$ cat config.mk
export PLATFORM = sky130hd
export DESIGN_NAME = fars_regs
export DESIGN_NICKNAME = d
export VERILOG_FILES = /design/src/rtl/fars_tag_counter.v /design/src/rtl/fars_regs.v
export VERILOG_INCLUDE_DIRS = /design/src /design/src/rtl
export SDC_FILE = /design/constraint.sdc
export NUM_CORES = 1
export LEC_CHECK = 0
export BUFFER_PORTS_ARGS = -buffer_cell sky130_fd_sc_hd__buf_2
export CORE_ASPECT_RATIO = 1.75
export CORE_MARGIN = 2
export CORE_UTILIZATION = 40
export CTS_CLUSTER_SIZE = 20
export DETAILED_ROUTE_END_ITERATION = 10
export GPL_TIMING_DRIVEN = 0
export PLACE_DENSITY = 0.72
export SLEW_MARGIN = 20
export SYNTH_ARGS = -nofsm -noshare
export SYNTH_HDL_FRONTEND = slang
export SYNTH_HIERARCHICAL = 1
export SYNTH_SLANG_ARGS = --single-unit
$ cat constraint.sdc
create_clock -name sys_clk -period 1.7 [get_ports sys_clk]
set_clock_uncertainty 0.2 [all_clocks]
set_input_delay 0.085 -clock sys_clk [delete_from_list [all_inputs] [get_ports sys_clk]]
set_output_delay 0.085 -clock sys_clk [all_outputs]
set_load 0.1 [all_outputs]
$ cat src/rtl/fars_defines.vh
// Constants for the fault-action and analog result register pair.
// How it works
// - Bits 15-14 choose positive undervoltage response.
// - Bits 13-12 choose positive overvoltage response.
// - Bits 11-10 choose negative undervoltage response.
// - Bits 9-8 choose negative overvoltage response.
// - Bits 7-6 choose trim check fault response.
// - Bits 5-4 choose config check fault response.
// - Bits 3-2 pick clamp hold 100-400ns.
// - Bits 1-0 choose clock watch fault response.
// - Fault-action register read/write, resets to zero.
// - Result register read-only, low ten bits value.
// - Tag counts every input edge, both directions.
// - Tag copied only on valid conversion.
// - Tag wraps from 63 to 0.
`ifndef FARS_DEFINES_VH
`define FARS_DEFINES_VH
`define FARS_ADDR_W 2
`define FARS_ADDR_CFG 2'h0
`define FARS_ADDR_RES 2'h1
`define FARS_CFG_RESET 16'h0000
`define FARS_RES_RESET 16'h0000
`define FARS_POS_UV_HI 15
`define FARS_POS_UV_LO 14
`define FARS_POS_OV_HI 13
`define FARS_POS_OV_LO 12
`define FARS_NEG_UV_HI 11
`define FARS_NEG_UV_LO 10
`define FARS_NEG_OV_HI 9
`define FARS_NEG_OV_LO 8
`define FARS_TRIM_HI 7
`define FARS_TRIM_LO 6
`define FARS_CONF_HI 5
`define FARS_CONF_LO 4
`define FARS_HOLD_HI 3
`define FARS_HOLD_LO 2
`define FARS_CLKW_HI 1
`define FARS_CLKW_LO 0
`define FARS_ACT_LOW 2'h0
`define FARS_ACT_HIGH 2'h1
`define FARS_ACT_NONE 2'h3
`define FARS_ACT_RSVD 2'h2
`define FARS_RDATA_ZERO 16'h0000
`define FARS_TAG_MAX 6'h3F
`define FARS_TAG_ZERO 6'h00
`define FARS_TAG_ONE 6'h01
`define FARS_VAL_HI 9
`define FARS_TAG_HI 15
`define FARS_TAG_LO 10
`define FARS_CLK_NS 5
`define FARS_HOLD_STEP_NS 100
`define FARS_HOLD_STEP_CYC (`FARS_HOLD_STEP_NS / `FARS_CLK_NS)
`define FARS_HOLD_CNT_W 7
`define FARS_HOLD_CNT_ZERO 7'h00
`define FARS_HOLD_CNT_ONE 7'h01
`endif

$ cat src/rtl/fars_tag_counter.v
// Edge tag counter on the non-inverting logic input.
`timescale 1ns/1ps
`default_nettype none
`include "fars_defines.vh"
module fars_tag_counter (
  // Clock and reset
  input wire sys_clk,
  input wire rstn,
  // Logic input and count
  input wire noninverting_logic_input,
  output reg [5:0] tag_q
);
  reg last_in_q;
  always @(posedge sys_clk or negedge rstn) begin
    if (!rstn) begin
      last_in_q <= 1'b0;
      tag_q <= `FARS_TAG_ZERO;
    end else begin
      last_in_q <= noninverting_logic_input;
      if (last_in_q != noninverting_logic_input) begin
        // Six-bit sum wraps 63 to 0 by itself.
        tag_q <= tag_q + `FARS_TAG_ONE;
      end
    end
  end
endmodule
`default_nettype wire

$ cat src/rtl/fars_regs.v
// Fault-action configuration and first analog result registers.
`timescale 1ns/1ps
`default_nettype none
`include "fars_defines.vh"
module fars_regs (
  // Clock and reset
  input wire sys_clk,
  input wire rstn,
  // Register access port
  input wire [1:0] reg_addr,
  input wire reg_wr,
  input wire reg_rd,
  input wire [15:0] reg_wdata,
  output reg [15:0] reg_rdata_q,
  // Converter and logic input
  input wire conv_valid,
  input wire [9:0] analog_in1_value,
  input wire noninverting_logic_input,
  // Fault events
  input wire pos_supply_undervolt_fault,
  input wire pos_supply_overvolt_fault,
  input wire neg_supply_undervolt_fault,
  input wire neg_supply_overvolt_fault,
  input wire trim_check_fault,
  input wire config_check_fault,
  input wire clock_watch_fault,
  input wire clamp_trigger,
  // Gate outputs
  output reg gate_source_output_q,
  output reg gate_sink_output_q,
  output reg collector_emitter_clamp_q,
  // Field views
  output reg [15:0] secondary_fault_action_cfg_q,
  output reg [15:0] analog_in1_result_q
);
  // Tag counter output and the fields of the configuration register.
  wire [5:0] tag;
  wire [1:0] pos_supply_undervolt_action;
  wire [1:0] pos_supply_overvolt_action;
  wire [1:0] neg_supply_undervolt_action;
  wire [1:0] neg_supply_overvolt_action;
  wire [1:0] trim_check_fault_action;
  wire [1:0] config_check_fault_action;
  wire [1:0] clamp_hold_select;
  wire [1:0] clock_watch_fault_action;
  // Access decode.
  wire cfg_wr;

  // Merged response and next values of the registers.
  reg [1:0] act;
  reg gate_source_output_d;
  reg gate_sink_output_d;
  reg [15:0] reg_rdata_d;
  reg [15:0] secondary_fault_action_cfg_d;
  reg [15:0] analog_in1_result_d;
  reg collector_emitter_clamp_d;
  reg [`FARS_HOLD_CNT_W-1:0] hold_cnt_d;
  reg [`FARS_HOLD_CNT_W-1:0] hold_cnt_q;

  fars_tag_counter i_fars_tag_counter (
    .sys_clk(sys_clk),
    .rstn(rstn),
    .noninverting_logic_input(noninverting_logic_input),
    .tag_q(tag)
  );

  // Any active low response beats a high one, since low is the safe gate state.
  // The reserved code counts as no action, so a stray write cannot drive the gate.
  function [1:0] merge;
    input [1:0] acc;
    input flt;
    input [1:0] code;
    begin
      if (!flt || code == `FARS_ACT_NONE || code == `FARS_ACT_RSVD)
        merge = acc;
      else if (code == `FARS_ACT_LOW)
        merge = `FARS_ACT_LOW;
      else if (acc == `FARS_ACT_LOW)
        merge = acc;
      else
        merge = `FARS_ACT_HIGH;
    end
  endfunction

  // Hold length in cycles, less one, because the set edge is already the first cycle.
  function [`FARS_HOLD_CNT_W-1:0] hold_cycles;
    input [1:0] code;
    reg [31:0] len;
    begin
      len = ({30'h0, code} + 32'h00000001) * `FARS_HOLD_STEP_CYC;
      hold_cycles = len[`FARS_HOLD_CNT_W-1:0] - `FARS_HOLD_CNT_ONE;
    end
  endfunction

  // Field views of the configuration register.
  assign pos_supply_undervolt_action =
    secondary_fault_action_cfg_q[`FARS_POS_UV_HI:`FARS_POS_UV_LO];
  assign pos_supply_overvolt_action =
    secondary_fault_action_cfg_q[`FARS_POS_OV_HI:`FARS_POS_OV_LO];
  assign neg_supply_undervolt_action =
    secondary_fault_action_cfg_q[`FARS_NEG_UV_HI:`FARS_NEG_UV_LO];
  assign neg_supply_overvolt_action =
    secondary_fault_action_cfg_q[`FARS_NEG_OV_HI:`FARS_NEG_OV_LO];
  assign trim_check_fault_action =
    secondary_fault_action_cfg_q[`FARS_TRIM_HI:`FARS_TRIM_LO];
  assign config_check_fault_action =
    secondary_fault_action_cfg_q[`FARS_CONF_HI:`FARS_CONF_LO];
  assign clamp_hold_select =
    secondary_fault_action_cfg_q[`FARS_HOLD_HI:`FARS_HOLD_LO];
  assign clock_watch_fault_action =
    secondary_fault_action_cfg_q[`FARS_CLKW_HI:`FARS_CLKW_LO];
  assign cfg_wr = reg_wr && (reg_addr == `FARS_ADDR_CFG);

  // Each fault contributes only through its own field.
  always @* begin
    act = `FARS_ACT_NONE;
    act = merge(act, pos_supply_undervolt_fault, pos_supply_undervolt_action);
    act = merge(act, pos_supply_overvolt_fault, pos_supply_overvolt_action);
    act = merge(act, neg_supply_undervolt_fault, neg_supply_undervolt_action);
    act = merge(act, neg_supply_overvolt_fault, neg_supply_overvolt_action);
    act = merge(act, trim_check_fault, trim_check_fault_action);
    act = merge(act, config_check_fault, config_check_fault_action);
    act = merge(act, clock_watch_fault, clock_watch_fault_action);
    gate_source_output_d = (act == `FARS_ACT_HIGH);
    gate_sink_output_d = (act == `FARS_ACT_LOW);
  end

  // Only the configuration register takes writes; the result register ignores them.
  always @* begin
    secondary_fault_action_cfg_d = secondary_fault_action_cfg_q;
    if (cfg_wr) begin
      secondary_fault_action_cfg_d = reg_wdata;
    end
  end

  // The counter runs on its own; only the copy into the register waits for a conversion.
  // The tag is sampled with the value, so it dates that conversion.
  always @* begin
    analog_in1_result_d = analog_in1_result_q;
    if (conv_valid) begin
      analog_in1_result_d = {tag, analog_in1_value};
    end
  end

  // Read data holds between reads; an unused address reads as zero.
  // A read in the same cycle as a write returns the old value.
  always @* begin
    reg_rdata_d = reg_rdata_q;
    if (reg_rd) begin
      case (reg_addr)
        `FARS_ADDR_CFG: reg_rdata_d = secondary_fault_action_cfg_q;
        `FARS_ADDR_RES: reg_rdata_d = analog_in1_result_q;
        default: reg_rdata_d = `FARS_RDATA_ZERO;
      endcase
    end
  end

  // Hold is (code+1) steps of 100 ns; a new trigger restarts it.
  // A trigger during a hold starts the full hold again rather than adding the remainder.
  always @* begin
    collector_emitter_clamp_d = collector_emitter_clamp_q;
    hold_cnt_d = hold_cnt_q;
    if (clamp_trigger) begin
      collector_emitter_clamp_d = 1'b1;
      hold_cnt_d = hold_cycles(clamp_hold_select);
    end else if (hold_cnt_q != `FARS_HOLD_CNT_ZERO) begin
      hold_cnt_d = hold_cnt_q - `FARS_HOLD_CNT_ONE;
    end else begin
      collector_emitter_clamp_d = 1'b0;
    end
  end

  // Configuration register.
  always @(posedge sys_clk or negedge rstn) begin
    if (!rstn) begin
      secondary_fault_action_cfg_q <= `FARS_CFG_RESET;
    end else begin
      secondary_fault_action_cfg_q <= secondary_fault_action_cfg_d;
    end
  end

  // Result register.
  always @(posedge sys_clk or negedge rstn) begin
    if (!rstn) begin
      analog_in1_result_q <= `FARS_RES_RESET;
    end else begin
      analog_in1_result_q <= analog_in1_result_d;
    end
  end

  // Read data register.
  always @(posedge sys_clk or negedge rstn) begin
    if (!rstn) begin
      reg_rdata_q <= `FARS_RDATA_ZERO;
    end else begin
      reg_rdata_q <= reg_rdata_d;
    end
  end

  // Gate outputs are registered so a glitch in the merge logic never reaches a pin.
  always @(posedge sys_clk or negedge rstn) begin
    if (!rstn) begin
      gate_source_output_q <= 1'b0;
      gate_sink_output_q <= 1'b0;
    end else begin
      gate_source_output_q <= gate_source_output_d;
      gate_sink_output_q <= gate_sink_output_d;
    end
  end

  // Clamp output and its hold timer.
  always @(posedge sys_clk or negedge rstn) begin
    if (!rstn) begin
      collector_emitter_clamp_q <= 1'b0;
      hold_cnt_q <= `FARS_HOLD_CNT_ZERO;
    end else begin
      collector_emitter_clamp_q <= collector_emitter_clamp_d;
      hold_cnt_q <= hold_cnt_d;
    end
  end
endmodule
`default_nettype wire

# [After elaboration in Yosys (flattened, before gate mapping)]
# Cells that the tools add are included.
[word_totals] register_bits=65 latch_bits=0 ram_bits=0 mem_bits_ro=0 in_bits=42 out_inout_bits=51 wordCells=96 memories=0
[op_classes] addsub=4 n_mul=1 div=0 order_cmp=0 n_eq_ne=18 n_shift=0 n_mux=25 n_bitwise=0 n_reduce_logical=39
[op_table] cell="$mux 2" n=19
[op_table] cell="$pmux 16 s2" n=1
[op_table] cell="$logic_not 2->1" n=15
[op_table] cell="$eq 2x2->1 const B" n=14
[op_table] cell="$logic_or 1x1->1" n=14
[op_table] cell="$mux 7" n=2
[op_table] cell="$sub 7x1->7 const B" n=2
[op_table] cell="$logic_not 1->1" n=7
[op_table] cell="$reduce_bool 7->1" n=1
[op_table] cell="$add 6x1->6 const B" n=1
[op_table] cell="$mul 3x3->5 const B" n=1
[op_table] cell="$eq 2x1->1 const B" n=2
[op_table] cell="$add 2x1->3 const B" n=1
[op_table] cell="$mux 1" n=3
[op_table] cell="$ne 2x2->1 const B" n=1
[op_table] cell="$reduce_bool 2->1" n=1
[op_table] cell="$logic_and 1x1->1" n=1
[op_table] cell="$ne 1x1->1" n=1

# [Logic depth before layout (Yosys ltp)]
[logic_depth] word_depth=29 depth_mapped=6 depth_no_buf=6

# [Cells and area by module]
# Netlist, hierarchy kept.
[modules_own_cells] mod="fars_regs" n_inst=1 cells_per_inst=205 area_each_um2=2570.0 seq_area_each_um2=1451.4
[modules_own_cells] mod="fars_tag_counter" n_inst=1 cells_per_inst=20 area_each_um2=287.8 seq_area_each_um2=175.2

# [Worst setup path after synthesis]
# Ideal clock, no wire load.
[synth_timing] path_type="register to register" start="register secondary_fault_action_cfg_q[11]" end="register gate_source_output_q" setup_time_ns=0.072 t_arrival_ns=1.844 required_ns=1.428 setup_slack_ns=-0.416 stages_incl_launch_ff=5 path_buffers=0 synth_period_minus_slack_ns=2.116 cell_sequence="dfrtp_1 -> nand2b_1 -> o22ai_1 -> or4_1 -> nor2_1"
[synth_via] elab_chain_cells=21 word_cells_on_any_way=24 classes_between="3 x eq/ne; 14 x mux; 7 x reduce/logical"
[synth_lines] item="from (decl)" line_no="fars_regs.v:33" text="output reg [15:0] secondary_fault_action_cfg_q,"
[synth_lines] item="from (signal assigned)" line_no="fars_regs.v:176" text="secondary_fault_action_cfg_q <= `FARS_CFG_RESET;"
[synth_lines] item="from (signal assigned)" line_no="fars_regs.v:178" text="secondary_fault_action_cfg_q <= secondary_fault_action_cfg_d;"
[synth_lines] item="$eq 2x2->1 (no source line)"
[synth_lines] item="$logic_or 1x1->1 (no source line) (2 in series)"
[synth_lines] item="$mux 2 *" line_no="fars_regs.v:74" text="if (!flt || code == `FARS_ACT_NONE || code == `FARS_ACT_RSVD)"
[synth_lines] item="$logic_not 2->1 (no source line)"
[synth_lines] item="$mux 2" line_no="fars_regs.v:78" text="else if (acc == `FARS_ACT_LOW)"
[synth_lines] item="$mux 2" line_no="fars_regs.v:76" text="else if (code == `FARS_ACT_LOW)"
[synth_lines] item="$mux 2 *" line_no="fars_regs.v:74"
[synth_lines] item="$logic_not 2->1 (no source line)"
[synth_lines] item="[... 5 more ...]"
[synth_lines] item="$mux 2" line_no="fars_regs.v:76"
[synth_lines] item="$mux 2 *" line_no="fars_regs.v:74"
[synth_lines] item="$logic_not 2->1 (no source line)"
[synth_lines] item="$mux 2" line_no="fars_regs.v:78"
[synth_lines] item="$mux 2" line_no="fars_regs.v:76"
[synth_lines] item="$mux 2 *" line_no="fars_regs.v:74"
[synth_lines] item="$eq 2x1->1 (no source line) *"
[synth_lines] item="via gate_source_output_d" line_no="fars_regs.v:51" text="reg gate_source_output_d;"
[synth_lines] item="to (signal assigned)" line_no="fars_regs.v:206" text="gate_source_output_q <= gate_source_output_d;"
[synth_lines] item="to (decl)" line_no="fars_regs.v:29" text="output reg gate_source_output_q,"
# The timed path passes the listed nets; every way through them passes the cells marked *.
# A chain may end at the register's enable or synchronous reset.

# [Worst setup path after layout]
[layout_timing] start="register hold_cnt_q[4]" end="register hold_cnt_q[0]"
[layout_via] elab_chain_cells=2
[layout_lines] item="from (decl)" line_no="fars_regs.v:58" text="reg [`FARS_HOLD_CNT_W-1:0] hold_cnt_q;"
[layout_lines] item="from (signal assigned)" line_no="fars_regs.v:215" text="hold_cnt_q <= `FARS_HOLD_CNT_ZERO;"
[layout_lines] item="from (signal assigned)" line_no="fars_regs.v:218" text="hold_cnt_q <= hold_cnt_d;"
[layout_lines] item="$reduce_bool 7->1 (no source line)"
[layout_lines] item="$reduce_bool 2->1 (no source line)"
# No other way between the ends.

==> out/qor_table.md <==
| Metric | Value | Unit |
| --- | --- | --- |
| Status | finished, violations left | - |
| Violations in the final reports | hold timing, setup timing | - |
| Worst reg2reg path depth | 5 | - |
| Std cell rows | 40 | - |
| Met3 Track Usage GR | 4.17 | % |
| Most used flip-flop cell after synthesis | dfrtp_1 | - |
| X dimension of the die | 67.9 | um |
| Remaining max-slew budget at the tightest pin | 55.1 | % |
| Number of distinct library cells after synthesis | 31 | - |
| Global routing usage on met2 | 35.4 | % |
| Post-layout min period | 1840 | ps |
| Nets@finish | 413 | - |
| Routability congestion estimate from global placement | 0.767 | - |
| Worst Setup Start Kind | register | - |
| Kind of critical path | register to register | - |
| Cell at the root of the clock tree | clkbuf_16 | - |
| Total core area | 0.00691 | mm^2 |
| RR Endpoint | hold_cnt_q[0] | - |
| Layout overhead on the synthesized area | 46.2 | % |
| Via count normalized by instance count | 4.91 | - |
| Fraction of layout cells with a size suffix above 1 | 45.0 | % |
| Syn nets | 272 | - |
| Port Buffers | 89 | - |
| Actual slew at the worst max-slew pin | 670 | ps |
| Worst Hold Class | input pin to register | - |
| Starting DRC count in detailed routing | 99 | - |
| Final worst path period share | 108 | % |
| Clk sinks | 65 | - |
| ANT nets after route | 0 | - |
| Number of remaining DRC errors | 0 | - |
| Routing layer with the top usage in global route | met2 | - |
| Synthesized area per cell | 12.7 | um^2 |
| Aggregate global routing overflow | 0 | - |
| Data required time at the worst endpoint | 1710 | ps |
| Total die area | 0.00786 | mm^2 |
| Final HPWL DP | 4.92 | mm |
| Max-cap violations | 0 | - |
| Initial antenna violation count | 0 | - |
| LEAKAGE | 1.99 | nW |
| Clock transition at the registers of the reported paths | 60 | ps |
| Source of the critical timing path | hold_cnt_q[4] | - |
| TritonCTS clock tree | built | - |
| Cell count after synthesis | 225 | - |
| Share of the synthesized area in the top cell type | 56.9 | % |
| Netlist area before placement | 0.00286 | mm^2 |
| Clk buf depth | 2 | - |
| Worst Setup End Kind | register | - |
| Yosys Warn Count | 6 | - |
| Global-route usage over all layers | 19.5 | % |
| Highest clock rate | 0.544 | GHz |
| Top-level I/O count | 93 | - |
| Final hold viol count | 1 | - |
| WHS | -0.450 | ps |
| Detailed-route wire length per cell | 15.8 | um |
| # setup viols final | 6 | - |
| Antenna fix cells | 0 | - |
| Worst-case vdd ir drop | 1.69 | mV |
| Critical Path Sink | hold_cnt_q[0] | - |
| Sequential area share after synthesis | 56.9 | % |
| Met1 capacity usage during global routing | 21.8 | % |
| Vias | 2234 | - |
| Depth of the CTS H-tree | 3 | - |
| Total Wirelength | 7.20 | mm |
| Critical register-to-register path startpoint | hold_cnt_q[4] | - |
| Total count of max-transition violations in the final report | 0 | - |
| Initial cell density of the core | 41.4 | % |
| Final WS setup | -137 | ps |
| DIE HEIGHT | 116 | um |
| RSZ-0062 raised after global routing | true | - |
| Cell types occupying the most area after synthesis | dfrtp_1 (57%), mux2_2 (13%), mux2i_1 (6.0%) | - |
| Cts bufs inserted | 9 | - |
| Clock Latency Late Sink | 320 | ps |
| Via count of the first global-routing pass | 2316 | - |
| Final total negative setup slack | -659 | ps |
| Arrival time at the worst endpoint | 1850 | ps |
| Number of flops mapped to enable cells by yosys | 0 | - |
| Max FO, Critical Path | 4 | - |
| Flops & latches, synth | 65 | - |
| Worst R2R Setup Slack | -140 | ps |
| Global-route wire length before repair | 11.2 | mm |
| Pin count of the biggest net entering global routing | 51 | - |
| Cell accounting for the most synthesized area | dfrtp_1 | - |
| Total iterations of the first detailed-routing run | 4 | - |
| Worst Min Path Start | reg_rd | - |
| PD cells | 1680 | mW/mm^2 |
| Pre-CTS WS | -235 | ps |
| Total power after layout | 0.00701 | W |
| Post-synthesis async set-or-reset flop share | 100 | % |
[stage by stage]
stage               std cells  area (um^2)  utilization (%)  hold slack, ps
global route              455         4180             60.5            26.9
detailed placement        399         3470             50.3            -233
finish                    455         4180             60.5          -0.450
floorplan                 225         2890                -            -411
global placement          398         3440             49.8            40.9
CTS                       455         4170             60.4            3.96
[sequential cells by signal (all words and copies together), names as in the netlist]
register / cells
analog_in1_result_q: 16
reg_rdata_q: 16
i_fars_tag_counter/tag_q: 6
hold_cnt_q: 7
gate_sink_output_q: 1
i_fars_tag_counter/last_in_q: 1
secondary_fault_action_cfg_q: 16
collector_emitter_clamp_q: 1
gate_source_output_q: 1
[final cells by class]
cell class	instances	area [um^2]
Buffer	10	43.8
Clock buffer	10	239
Clock inverter	6	66.3
Fill cell	555	2730
Inverter	21	78.8
Multi-Input combinational cell	129	1120
Sequential cell	65	1660
Tap cell	84	105
Timing Repair Buffer	130	866
[critical path, stage by stage (launching register included)]
cell	delay (ps)
dfrtp_1	380
or3_4	410
nor4b_4	370
buf_4	210
xnor2_2	100
nand2b_1	60
[layer usage]
layer / vias to the layer above / wire length (um)
met4: 0 / 92
met3: 6 / 303
li1: 1064 / -
met2: 68 / 3960
met1: 1096 / 2840
met5: - / 0
[cell families (layout without fill, tap and decap cells)]
family	after synthesis	count (layout)	synth area share [%]
AO/OA/AOI/OAI	27	27	6.13
buffers and inverters	31	177	4.29
AND/OR/NAND/NOR	35	35	7.66
adder cells (fa/ha/maj)	5	5	2.19
multiplexers	49	49	18.6
XOR/XNOR	13	13	4.25
flip-flops	65	65	56.9
[cells in the mapped netlist, types with 2 or more instances]
| library cell | count |
|---|---|
| mux2_2 | 32 |
| nor2_1 | 7 |
| nand2b_1 | 10 |
| clkbuf_1 | 7 |
| mux2i_1 | 17 |
| dfrtp_1 | 65 |
| buf_2 | 2 |
| xnor2_1 | 9 |
| inv_1 | 21 |
| xor2_1 | 3 |
| o22ai_1 | 19 |
| nand2_1 | 4 |
| ha_1 | 5 |
| o21ai_0 | 2 |
| a22o_1 | 3 |
| nand4_1 | 4 |
[placed cells by master, fill, tap and decap left out, types with 2 or more instances in the layout]
master / Yosys / layout
nand4_1: 4 / 4
a22o_1: 3 / 3
mux2_2: 32 / 32
nand2_1: 4 / 4
clkinv_2: 0 / 2
o22ai_1: 19 / 19
xor2_1: 3 / 3
inv_1: 21 / 21
xnor2_1: 9 / 8
o21ai_0: 2 / 2
dlygate4sd3_1: 0 / 36
dfrtp_4: 0 / 5
clkinv_4: 0 / 2
mux2i_1: 17 / 17
dfrtp_1: 65 / 49
clkbuf_16: 0 / 9
nor2_1: 7 / 7
dfrtp_2: 0 / 11
buf_2: 2 / 90
clkbuf_1: 7 / 7
buf_4: 1 / 6
nand2b_1: 10 / 10
ha_1: 5 / 5
[worst min-delay path by stage]
stage	end	depth (start not counted)
floorplan	analog_in1_result_q[0]	0
global placement	i_fars_tag_counter/last_in_q	1
detailed placement	reg_rdata_q[5]	1
CTS	reg_rdata_q[0]	2
global route	secondary_fault_action_cfg_q[5]	3
finish	reg_rdata_q[4]	2
[power by group]
part,leakage [nW],internal [W],total [W],switching (W)
combinational,1.07,0.000678,0.00293,0.00226
sequential,0.769,0.00192,0.00223,0.000312
clock,0.153,0.00118,0.00184,0.000664
[repair_timing]
action                     in CTS  in global routing
buffers inserted                4                  1
setup endpoints to repair       5                 22
hold buffers                   36                  1
gates resized for setup         1                  1
pin swaps                       1                  2
hold endpoints to repair       99                  7
(Power assumes the default switching activity.)
